===== src/hdl/txe_pkg.sv =====
// Package of constants for the table-write, test-skip and xor execution block.
package txe_pkg;
   localparam int PTR_W       = 21;
   localparam int HOLD_CNT    = 8;
   localparam int HOLD_IDX_W  = 3;
   localparam int DATA_W      = 8;
   localparam int FADDR_W     = 12;
   localparam int CLK_HZ      = 10000000;
   localparam int CLK_PERIOD_NS = 1000000000 / CLK_HZ;
   // Opcode patterns.
   localparam logic [15:0] TWR_MASK    = 16'hfffc;
   localparam logic [15:0] TWR_CODE    = 16'h000c;
   localparam logic [15:0] TSTSZ_MASK  = 16'hfe00;
   localparam logic [15:0] TSTSZ_CODE  = 16'h6600;
   localparam logic [15:0] XORL_MASK   = 16'hff00;
   localparam logic [15:0] XORL_CODE   = 16'h0a00;
   localparam logic [15:0] XORF_MASK   = 16'hfc00;
   localparam logic [15:0] XORF_CODE   = 16'h1800;
   // Field positions.
   localparam int BIT_ACCESS  = 8;
   localparam int BIT_DEST    = 9;
   localparam int BIT_BYTESEL = 0;
   localparam int STAT_N      = 4;
   localparam int STAT_Z      = 2;
   // Pointer treatment codes in the two low opcode bits.
   localparam logic [1:0] MODE_KEEP     = 2'h0;
   localparam logic [1:0] MODE_POST_INC = 2'h1;
   localparam logic [1:0] MODE_POST_DEC = 2'h2;
   localparam logic [1:0] MODE_PRE_INC  = 2'h3;
   // Quarter phases, one-hot.
   typedef enum logic [3:0] {
      Q1 = 4'h1,
      Q2 = 4'h2,
      Q3 = 4'h4,
      Q4 = 4'h8
   } txe_q_e;
   // Instruction cycle sequencer states, one-hot.
   typedef enum logic [3:0] {
      ST_EXEC  = 4'h1,
      ST_TBLW2 = 4'h2,
      ST_SKIP1 = 4'h4,
      ST_SKIP2 = 4'h8
   } txe_st_e;
endpackage


===== src/hdl/txe_hold_mem.sv =====
// Eight-byte holding register store with registered read data.
module txe_hold_mem (
   // Clock and control.
   input  wire logic                              sys_clk,
   input  wire logic                              clk_en,
   // Write port.
   input  wire logic                              wr_en,
   input  wire logic [txe_pkg::HOLD_IDX_W-1:0]    wr_idx,
   input  wire logic [txe_pkg::DATA_W-1:0]        wr_data,
   // Read port.
   input  wire logic [txe_pkg::HOLD_IDX_W-1:0]    rd_idx,
   output logic      [txe_pkg::DATA_W-1:0]        rd_data
);
   logic [txe_pkg::DATA_W-1:0] mem [txe_pkg::HOLD_CNT];

   always_ff @(posedge sys_clk) begin
      if (clk_en) begin
         if (wr_en) begin
            mem[wr_idx] <= wr_data;
         end
         rd_data <= mem[rd_idx];
      end
   end
endmodule


===== src/hdl/txe_exec.sv =====
// Execution logic for table write, test-and-skip and the two xor instructions.
//
// Design decisions made here: the placing of the registers and the plain strobed port.
module txe_exec (
   // Clock, enable and reset.
   input  wire logic                              sys_clk,
   input  wire logic                              clk_en,
   input  wire logic                              reset,
   // Instruction issue.
   input  wire logic                              instr_valid,
   input  wire logic [15:0]                       instr_word,
   input  wire logic                              next_is_two_word,
   // Core state supplied by the datapath.
   input  wire logic [txe_pkg::DATA_W-1:0]        table_latch,
   input  wire logic [3:0]                        bank_select_register,
   input  wire logic [txe_pkg::DATA_W-1:0]        file_rd_data,
   input  wire logic [txe_pkg::DATA_W-1:0]        status_in,
   // Holding register readback.
   input  wire logic [txe_pkg::HOLD_IDX_W-1:0]    hold_rd_idx,
   output logic      [txe_pkg::DATA_W-1:0]        hold_rd_data,
   // File register access.
   output logic      [txe_pkg::FADDR_W-1:0]       file_addr,
   output logic                                   file_wr_en,
   output logic      [txe_pkg::DATA_W-1:0]        file_wr_data,
   // Core results.
   output logic      [txe_pkg::DATA_W-1:0]        working_reg,
   output logic      [txe_pkg::DATA_W-1:0]        status_out,
   output logic                                   status_wr_en,
   output logic      [txe_pkg::PTR_W-1:0]         program_byte_pointer,
   output logic                                   byte_is_high,
   output logic                                   discard_prefetch,
   output logic                                   busy,
   output logic      [3:0]                        q_phase
);
   txe_pkg::txe_q_e  q_reg;
   txe_pkg::txe_q_e  q_next;
   txe_pkg::txe_st_e st_reg;
   txe_pkg::txe_st_e st_next;

   logic [15:0]                   ir_reg;
   logic [txe_pkg::PTR_W-1:0]     ptr_reg;
   logic [txe_pkg::PTR_W-1:0]     ptr_next;
   logic [txe_pkg::HOLD_IDX_W-1:0] hold_idx_reg;
   logic [txe_pkg::DATA_W-1:0]    w_reg;
   logic [txe_pkg::DATA_W-1:0]    w_next;
   logic [txe_pkg::DATA_W-1:0]    stat_reg;
   logic                          stat_wr_reg;
   logic [txe_pkg::DATA_W-1:0]    fwd_reg;
   logic                          fwe_reg;
   logic                          disc_reg;
   logic                          skip2_reg;

   // Match an opcode against its mask and pattern.
   function automatic logic op_match(input logic [15:0] word, input logic [15:0] mask,
                                     input logic [15:0] code);
      op_match = (word & mask) == code;
   endfunction

   // Zero and negative flags folded into a status byte.
   function automatic logic [txe_pkg::DATA_W-1:0] nz_flags(
         input logic [txe_pkg::DATA_W-1:0] st, input logic [txe_pkg::DATA_W-1:0] res);
      logic [txe_pkg::DATA_W-1:0] s;
      s = st;
      s[txe_pkg::STAT_N] = res[txe_pkg::DATA_W-1];
      s[txe_pkg::STAT_Z] = (res == '0);
      nz_flags = s;
   endfunction

   wire is_q1   = (q_reg == txe_pkg::Q1);
   wire is_q4   = (q_reg == txe_pkg::Q4);
   wire issue   = instr_valid && (st_reg == txe_pkg::ST_EXEC) && is_q1;
   wire [15:0] iw = issue ? instr_word : ir_reg;

   wire dec_tblw = op_match(iw, txe_pkg::TWR_MASK, txe_pkg::TWR_CODE);
   wire dec_tst  = op_match(iw, txe_pkg::TSTSZ_MASK, txe_pkg::TSTSZ_CODE);
   wire dec_xorl = op_match(iw, txe_pkg::XORL_MASK, txe_pkg::XORL_CODE);
   wire dec_xorf = op_match(iw, txe_pkg::XORF_MASK, txe_pkg::XORF_CODE);
   wire [1:0] ptr_mode = ir_reg[1:0];

   // Access bank when the access bit is clear: low half in bank 0, high half in bank 15.
   wire [3:0] bank_sel = ir_reg[txe_pkg::BIT_ACCESS] ? bank_select_register
                         : {4{ir_reg[7]}};
   assign file_addr = {bank_sel, ir_reg[7:0]};

   wire in_exec    = (st_reg == txe_pkg::ST_EXEC) && !is_q1;
   wire exec_tst   = in_exec && op_match(ir_reg, txe_pkg::TSTSZ_MASK, txe_pkg::TSTSZ_CODE);
   wire exec_xorl  = in_exec && op_match(ir_reg, txe_pkg::XORL_MASK, txe_pkg::XORL_CODE);
   wire exec_xorf  = in_exec && op_match(ir_reg, txe_pkg::XORF_MASK, txe_pkg::XORF_CODE);
   wire [txe_pkg::DATA_W-1:0] xorl_res = w_reg ^ ir_reg[7:0];
   wire [txe_pkg::DATA_W-1:0] xorf_res = w_reg ^ file_rd_data;
   wire xorf_to_file = ir_reg[txe_pkg::BIT_DEST];
   wire tst_zero = (file_rd_data == '0);

   // Pre-increment updates the pointer in the first cycle so the write sees it.
   wire tbl_first = in_exec && is_q4 && op_match(ir_reg, txe_pkg::TWR_MASK,
                                                 txe_pkg::TWR_CODE);
   wire tbl_last  = (st_reg == txe_pkg::ST_TBLW2) && is_q4;
   wire [txe_pkg::PTR_W-1:0] ptr_inc = ptr_reg + txe_pkg::PTR_W'(1);
   wire [txe_pkg::PTR_W-1:0] ptr_dec = ptr_reg - txe_pkg::PTR_W'(1);

   always_comb begin
      ptr_next = ptr_reg;
      if (tbl_first && ptr_mode == txe_pkg::MODE_PRE_INC) begin
         ptr_next = ptr_inc;
      end else if (tbl_last && ptr_mode == txe_pkg::MODE_POST_INC) begin
         ptr_next = ptr_inc;
      end else if (tbl_last && ptr_mode == txe_pkg::MODE_POST_DEC) begin
         ptr_next = ptr_dec;
      end
   end

   always_comb begin
      q_next = txe_pkg::Q1;
      unique case (q_reg)
         txe_pkg::Q1: q_next = txe_pkg::Q2;
         txe_pkg::Q2: q_next = txe_pkg::Q3;
         txe_pkg::Q3: q_next = txe_pkg::Q4;
         txe_pkg::Q4: q_next = txe_pkg::Q1;
         default:     q_next = txe_pkg::Q1;
      endcase
   end

   always_comb begin
      st_next = st_reg;
      if (is_q4) begin
         unique case (st_reg)
            txe_pkg::ST_EXEC: begin
               if (tbl_first) begin
                  st_next = txe_pkg::ST_TBLW2;
               end else if (exec_tst && tst_zero) begin
                  st_next = txe_pkg::ST_SKIP1;
               end
            end
            txe_pkg::ST_TBLW2: st_next = txe_pkg::ST_EXEC;
            txe_pkg::ST_SKIP1: st_next = skip2_reg ? txe_pkg::ST_SKIP2
                                                   : txe_pkg::ST_EXEC;
            txe_pkg::ST_SKIP2: st_next = txe_pkg::ST_EXEC;
            default:           st_next = txe_pkg::ST_EXEC;
         endcase
      end
   end

   always_comb begin
      w_next = w_reg;
      if (exec_xorl && is_q4) begin
         w_next = xorl_res;
      end else if (exec_xorf && is_q4 && !xorf_to_file) begin
         w_next = xorf_res;
      end
   end

   // Issue and quarter-phase sequencing.
   always_ff @(posedge sys_clk) begin
      if (reset) begin
         q_reg  <= txe_pkg::Q1;
         st_reg <= txe_pkg::ST_EXEC;
         ir_reg <= '0;
      end else if (clk_en) begin
         q_reg  <= q_next;
         st_reg <= st_next;
         if (issue) begin
            ir_reg <= dec_tblw | dec_tst | dec_xorl | dec_xorf ? iw : '0;
         end else if (is_q4 && !tbl_first) begin
            // A table write keeps its opcode into the second cycle for the post update.
            ir_reg <= '0;
         end
      end
   end

   // Architectural state.
   always_ff @(posedge sys_clk) begin
      if (reset) begin
         ptr_reg      <= '0;
         w_reg        <= '0;
         hold_idx_reg <= '0;
         skip2_reg    <= 1'b0;
      end else if (clk_en) begin
         ptr_reg <= ptr_next;
         w_reg   <= w_next;
         if (tbl_first) begin
            hold_idx_reg <= (ptr_mode == txe_pkg::MODE_PRE_INC)
                            ? ptr_inc[txe_pkg::HOLD_IDX_W-1:0]
                            : ptr_reg[txe_pkg::HOLD_IDX_W-1:0];
         end
         if (exec_tst && is_q4) begin
            skip2_reg <= next_is_two_word;
         end
      end
   end

   // Registered side outputs; skip cycles leave all of them idle except discard_prefetch, high in the first quarter of the first skip cycle.
   always_ff @(posedge sys_clk) begin
      if (reset) begin
         stat_reg    <= '0;
         stat_wr_reg <= 1'b0;
         fwd_reg     <= '0;
         fwe_reg     <= 1'b0;
         disc_reg    <= 1'b0;
      end else if (clk_en) begin
         stat_wr_reg <= 1'b0;
         fwe_reg     <= 1'b0;
         disc_reg    <= 1'b0;
         if (is_q4 && exec_xorl) begin
            stat_reg    <= nz_flags(status_in, xorl_res);
            stat_wr_reg <= 1'b1;
         end else if (is_q4 && exec_xorf) begin
            stat_reg    <= nz_flags(status_in, xorf_res);
            stat_wr_reg <= 1'b1;
            fwd_reg     <= xorf_res;
            fwe_reg     <= xorf_to_file;
         end
         if (is_q4 && exec_tst && tst_zero) begin
            disc_reg <= 1'b1;
         end
      end
   end

   txe_hold_mem u_hold (
      .sys_clk (sys_clk),
      .clk_en  (clk_en),
      .wr_en   (tbl_last && !reset),
      .wr_idx  (hold_idx_reg),
      .wr_data (table_latch),
      .rd_idx  (hold_rd_idx),
      .rd_data (hold_rd_data)
   );

   assign working_reg          = w_reg;
   assign status_out           = stat_reg;
   assign status_wr_en         = stat_wr_reg;
   assign file_wr_data         = fwd_reg;
   assign file_wr_en           = fwe_reg;
   assign program_byte_pointer = ptr_reg;
   assign byte_is_high         = ptr_reg[txe_pkg::BIT_BYTESEL];
   assign discard_prefetch     = disc_reg;
   assign busy                 = (st_reg != txe_pkg::ST_EXEC) || !is_q1;
   assign q_phase              = q_reg;
endmodule


===== config.mk =====
export PLATFORM = sky130hd
export DESIGN_NAME = txe_exec
export DESIGN_NICKNAME = d
export VERILOG_FILES = /design/src/hdl/txe_pkg.sv /design/src/hdl/txe_hold_mem.sv /design/src/hdl/txe_exec.sv
export SDC_FILE = /design/constraint.sdc
export NUM_CORES = 1
export LEC_CHECK = 0
export ABC_CLOCK_PERIOD_IN_PS = 3370
export BUFFER_PORTS_ARGS = -buffer_cell sky130_fd_sc_hd__buf_4
export CELL_PAD_IN_SITES_DETAIL_PLACEMENT = 2
export CELL_PAD_IN_SITES_GLOBAL_PLACEMENT = 2
export CORE_MARGIN = 4
export CORE_UTILIZATION = 36
export CTS_CLUSTER_DIAMETER = 30
export DETAILED_ROUTE_END_ITERATION = 8
export GPL_ROUTABILITY_DRIVEN = 0
export GPL_TIMING_DRIVEN = 1
export PLACE_DENSITY = 0.9
export SYNTH_ARGS = -nofsm -noshare
export SYNTH_HDL_FRONTEND = slang
export SYNTH_SLANG_ARGS = --single-unit

===== constraint.sdc =====
create_clock -name sys_clk -period 3.37 [get_ports sys_clk]
set_clock_uncertainty 0.05 [all_clocks]
set_input_delay 0.5055 -clock sys_clk [delete_from_list [all_inputs] [get_ports sys_clk]]
set_output_delay 0.5055 -clock sys_clk [all_outputs]
set_load 0.01 [all_outputs]

==> results of run 1 <==
critical path, delay by kind of cell, from the launching register on:
| family | cells | cell delay (ns) |
|---|---|---|
| DFF | 1 | 0.42 |
| AOI/OAI and AO/OA | 2 | 0.63 |
| and+or+nand+nor | 3 | 1.08 |
| buffers and inverters | 1 | 0.26 |
| xor gates and xnor gates | 1 | 0.22 |
how the worst max path moves through the flow:
stage | end | cells after the start
6_report | program_byte_pointer[4] | 7
5_1_grt | status_out[7] | 6
4_1_cts | status_out[4] | 7
3_5_place_dp | working_reg[7] | 6
3_3_place_gp | program_byte_pointer[7] | 7
2_1_floorplan | u_hold.mem[0][0] | 4
stage by stage:
step | std cells | utilization [%] | total power [mW] | setup WS (ns)
floorplan | 597 | - | 2.04 | 0.819
finish | 960 | 45.6 | 3.98 | 0.550
global placement | 928 | 42.5 | 2.13 | 0.750
CTS | 960 | 45.6 | 4.02 | 0.524
detailed placement | 928 | 42.5 | 2.15 | 0.644
global route | 960 | 45.6 | 4.11 | 0.279
synth_stat cells, drive strengths merged (16+ instances only):
cell type / n / share of area [%]
nand4: 16 / 1.6
dfxtp: 76 / 22
mux4: 16 / 5.3
mux2i: 30 / 4.4
edfxtp: 72 / 32
nor2: 69 / 3.8
buf: 22 / 2.0
nand2: 31 / 1.7
a21oi: 24 / 1.8
nand3: 16 / 1.2
xor2: 21 / 2.7
clkbuf: 19 / 1.0
kinds of logic after synthesis:
| logic type | Yosys count | synth area share (%) |
|---|---|---|
| flops | 148 | 53.9 |
| xor+xnor | 35 | 4.48 |
| fa+ha+maj | 2 | 0.366 |
| simple gates | 223 | 17.8 |
| mux | 57 | 11.5 |
| buf+inv | 47 | 3.40 |
| compound gates | 85 | 8.55 |
cells in the final DEF (no fill, tap or decap), drive strengths merged, types with 11 or more instances in the layout:
cell and count:
nor4 13, nor2 69, nand3 16, buf 138, mux2i 30, edfxtp 72, dfxtp 76, a22o 12
xnor2 14, a21oi 24, xor2 21, nor3 15, or3 15, nand4 16, mux2 11, nand2 31
o21ai 13, clkbuf 20, mux4 16
where the power goes:
part	leakage [nW]	internal, mW	switching, mW	total (mW)
Sequential	1.27	1.89	0.0110	1.91
Clock	0.270	1.07	0.800	1.87
Combinational	1.86	0.0948	0.110	0.205
layer usage:
metal  wire length [µm]  global-route usage, %  vias up  part of all wire (%)
met4                284                   5.79        0                   1.3
met2              12200                   39.4      111                    55
met3                717                   3.80       27                   3.2
met5                  0                      0        -                     0
li1                   -                      -     2463                     -
met1               9120                   24.6     2778                    41
layout make-up:
class	instances	area, µm²	area share [%]
clock buffers	20	457	5.36
clock inverters	12	118	1.38
inverters	6	22.5	0.264
multi-input cells	402	2920	34.2
flip-flops and latches	148	3680	43.2
well taps	234	293	3.43
repair buffers	138	1040	12.1
==> results.ini, run 1 <==
[clock_network]
ctsResizeCount = 0
htree_levels = 4
clock_latency_ns = 0.42
cts_tree = yes
post_cts_buffers = 0
cts_made_buffers = 17
ctsHoldBuffers = 0
root_buffer = clkbuf_16
clk_pin_slew_worst_paths_ns = 0.07
clk_path_buf_depth = 2
clock_sinks = 148

[worst_setup_path]
path_class = flop to flop
crit_path_max_fanout = 10
cpMaxStageDelayCell = nor4b_4
critPathArrivalTime_ns = 3.04
critical_path.max_stage_delay_ns = 0.63
rrSetupSlack_ns = 0.55
endpoint_kind = flop
startpoint_type = flop
worst_r2r_path_depth = 7
cp_cell_sequence = nor4b_4 -> nand4_2 -> o22ai_1 -> buf_4 -> a21oi_1 -> xor2_1 -> nor2_1
rr_endpoint = program_byte_pointer[4]
timing.critical_path.from = q_phase[1]
crit_required_ns = 3.59
reg2reg_from = q_phase[1]

[yosys]
yosys_most_used_dff = dfxtp_1
ys_ff_latch = 148
synth.distinct_cells = 62
synthCells = 597
postSynth.asyncResetShare_pct = 0
ys_seq_area_share_pct = 53.9
syn-num-nets = 651
synth_area_um2 = 6840
synth-edff-count = 72
synth.avg_cell_area_um2 = 11.4
yosysWarnings = 0

[power_and_ir_drop]
power.density_nw_per_um2 = 466
p_leak_nw = 3.39
peakVddDrop_v = 0.000332

[route]
drt-total-wl_um = 22300
via_count = 5379
drt_first_pass_iters = 4
route.detailed.vias_per_inst = 5.60
wl_per_cell_um = 23.2
ant_nets = 0
remaining_drc_errors = 0
drt_iter0_drc = 314

[sta]
worst_pin_slew_ns = 0.998
post-route-period-util_pct = 83.7
grt_setup_unrepaired = false
maxSlewHeadroom_pct = 33.2
finalMaxSlewViolations = 0
maxClockFrequency_mhz = 355
min_period_ns = 2.82
finalSetupViolations = 0
hold_viol = 0
timing.hold.ws_ns = 0.243
tns_ns = 0

[min_path]
hold_class = input port to flop
hp-start = instr_word[1]
hold-path-cell-count = 2
worstHoldEndpoint = ir_reg[1]

[floorplan]
std_cell_rows = 50
start_util_pct = 36.5
io_pins = 126
dieArea_um2 = 21300
design.core.area_um2 = 18700
die_w_um = 146
die_h_um = 146

[global_route]
grtUsageTotal_pct = 21.1
grt_pass1_vias = 6079
grt_pass1_wl_um = 35500
grt_max_degree = 59
grt_overflow_total = 0
antenna_found_initial = 0

[final_layout]
design_area_um2 = 8530
area_growth_pct = 24.8
fin_nets = 767
largest_reg_flops = 64
fillers = 1896
drive_above_1_share_pct = 29.1
n_antenna_cell = 0

[place]
post-dp-hpwl_um = 15600
post_dp_cell_area_um2 = 7950
io_buffer_count = 123

[run_status]
status = finished, final reports clean

[job]
maxCapViolations = 0

No activity file was read; power rests on OpenSTA's default activity.
==> inputs of run 2 (changes only) <==
--- a/config.mk
+++ b/config.mk
@@ -5,17 +5,17 @@
 export SDC_FILE = /design/constraint.sdc
 export NUM_CORES = 1
 export LEC_CHECK = 0
-export ABC_CLOCK_PERIOD_IN_PS = 3370
+export ABC_CLOCK_PERIOD_IN_PS = 2350
 export BUFFER_PORTS_ARGS = -buffer_cell sky130_fd_sc_hd__buf_4
 export CELL_PAD_IN_SITES_DETAIL_PLACEMENT = 2
 export CELL_PAD_IN_SITES_GLOBAL_PLACEMENT = 2
 export CORE_MARGIN = 4
-export CORE_UTILIZATION = 36
+export CORE_UTILIZATION = 33
 export CTS_CLUSTER_DIAMETER = 30
 export DETAILED_ROUTE_END_ITERATION = 8
 export GPL_ROUTABILITY_DRIVEN = 0
 export GPL_TIMING_DRIVEN = 1
-export PLACE_DENSITY = 0.9
+export PLACE_DENSITY = 0.87
 export SYNTH_ARGS = -nofsm -noshare
 export SYNTH_HDL_FRONTEND = slang
 export SYNTH_SLANG_ARGS = --single-unit
==> constraint.sdc (replaced) <==
create_clock -name sys_clk -period 2.35 [get_ports sys_clk]
set_clock_uncertainty 0.05 [all_clocks]
set_input_delay 0.3525 -clock sys_clk [delete_from_list [all_inputs] [get_ports sys_clk]]
set_output_delay 0.3525 -clock sys_clk [all_outputs]
set_load 0.01 [all_outputs]
==> run 2 against run 1 <==
Effect of this change: the flow now finishes with violations (setup timing); via count grew 7.5%; die area is 8.6% higher; power grew 47%; count of clock-buffer cells in the layout fell by 3; non-clock buffer count increased by 49; clock power rose by 49%; critical path type unchanged; critical endpoint is now program_byte_pointer[20]; highest routed layer unchanged.
==> results.ini, run 2 (same netlist as run 1, synthesis figures left out) <==
[run_status]
status = finished with violations
violations = setup timing

[power_and_ir_drop]
power.density_nw_per_um2 = 641  ; +37%
p_leak_nw = 3.71  ; +9.3%
fin_total_pwr_mw = 5.84  ; +47%
peakVddDrop_v = 0.000466  ; +40%

[clock_network]
cts_made_buffers = 17  ; unchanged
clk_path_buf_depth = 2  ; unchanged
clk_pin_slew_worst_paths_ns = 0.07  ; about the same
htree_levels = 4  ; unchanged
clock_latency_ns = 0.44  ; +0.02 ns
cts_tree = yes
root_buffer = clkbuf_16
clock_sinks = 148  ; unchanged

[sta]
finalSetupViolations = 1  ; +1
min_period_ns = 2.37  ; -0.455 ns
maxSlewHeadroom_pct = 54.0  ; +21 points
tns_ns = -0.0155  ; -0.0155 ns
finalMaxSlewViolations = 0  ; unchanged
timing.hold.ws_ns = 0.0820  ; -0.161 ns
setup_ws_ns = -0.0155  ; -0.565 ns
worst_pin_slew_ns = 0.691  ; -0.307 ns
post-route-period-util_pct = 101  ; +17 points
hold_viol = 0  ; unchanged
maxClockFrequency_mhz = 423  ; +19%

[final_layout]
stdcell_count = 1047  ; +9.1%
drive_above_1_share_pct = 36.6  ; +7.5 points
final_cell_mix = buf_4, edfxtp_1, dfxtp_1
largest_reg_flops = 64  ; unchanged
final_common_cell = buf_4
design_area_um2 = 9120  ; +6.9%
area_growth_pct = 33.4
final_util_pct = 44.9  ; -0.66 points
fin_nets = 817  ; +6.5%

[route]
ant_nets = 0  ; unchanged
via_count = 5780  ; +7.5%
drt_first_pass_iters = 5  ; +1
drt_iter0_drc = 327  ; +4.1%
remaining_drc_errors = 0  ; unchanged
route.detailed.vias_per_inst = 5.52  ; -1.5%
drt-total-wl_um = 25600  ; +15%
wl_per_cell_um = 24.5  ; +5.5%

[place]
dpl_worst_slack_ns = -0.151  ; -0.795 ns
post_dp_cell_area_um2 = 8370  ; +5.2%
placed_cells = 1011  ; +8.9%
io_buffer_count = 123  ; unchanged
post-dp-hpwl_um = 16500  ; +6.0%

[floorplan]
design.core.area_um2 = 20300  ; +8.5%
std_cell_rows = 52  ; +4.0%
die_h_um = 152  ; +4.2%
start_util_pct = 33.7  ; -2.9 points
dieArea_um2 = 23100  ; +8.6%
die_w_um = 152  ; +4.2%
io_pins = 126  ; unchanged

[global_route]
grt_use_met1_pct = 23.8  ; -0.81 points
antenna_found_initial = 1  ; +1
gr-max-usage-layer = met2
grtUsageTotal_pct = 20.0  ; -1.0 points
grt_pass1_wl_um = 36700  ; +3.3%
met3_usage_pct = 3.87  ; +0.069 points
grt_overflow_total = 0  ; unchanged
grt_util_met2_pct = 36.6  ; -2.8 points
grt_pass1_vias = 6332  ; +4.2%
grt_max_degree = 59  ; unchanged

[worst_setup_path]
startpoint_type = flop
crit_required_ns = 2.67  ; -0.92 ns
crit_path_max_fanout = 3  ; -7
endpoint_kind = flop
worst_r2r_path_depth = 6  ; -1
path_class = flop to flop
critPathArrivalTime_ns = 2.68  ; -0.36 ns

[min_path]
hold_class = input port to flop
hold-path-cell-count = 2  ; unchanged

[job]
maxCapViolations = 0  ; unchanged

## run 2: power breakdown
part	leakage, nW	internal (mW)	switching, mW
clock network	0.290	1.44	1.35
logic	2.15	0.153	0.179
registers	1.27	2.71	0.0114
## run 2: path summary, 6_finish.rpt
kind | start | to | slack (ns)
max | program_byte_pointer[13] | program_byte_pointer[20] | -0.02
min | instr_word[3] | ir_reg[3] | 0.08
min reg2reg | status_out[2] | status_out[2] | 0.42
max reg2reg | program_byte_pointer[13] | program_byte_pointer[20] | -0.02
## run 2: layer usage
layer	vias to the layer above	share of wire, %
li1	2571	-
met1	2950	39
met2	204	54
met3	55	4.4
met4	0	2.6
met5	-	0
## run 2: cell type report
cell class                      instances  area, µm²
Fill cell                            2106      11200
Sequential cell                       148       3690
Multi-Input combinational cell        403       3070
Timing Repair Buffer                  187       1400
Clock buffer                           17        425
Tap cell                              270        338
Clock inverter                         15        170
Inverter                                6       22.5
Antenna cell                            1       2.50
## run 2: repair_timing
item | CTS | global route
gates cloned | 0 | 1
resized for setup | 8 | 18
endpoints found under the hold margin | 0 | 0
pin swaps | 0 | 6
hold buffers | 0 | 0
setup buffers | 0 | 2
endpoints found under the setup margin | 16 | 92
## run 2: critical path: stages, from the launching register on
cell     delay (ns)
dfxtp_1        0.32
or4_1          0.60
or3_4          0.41
nor4_2         0.30
mux2i_1        0.15
or3_1          0.32
a21oi_1        0.14
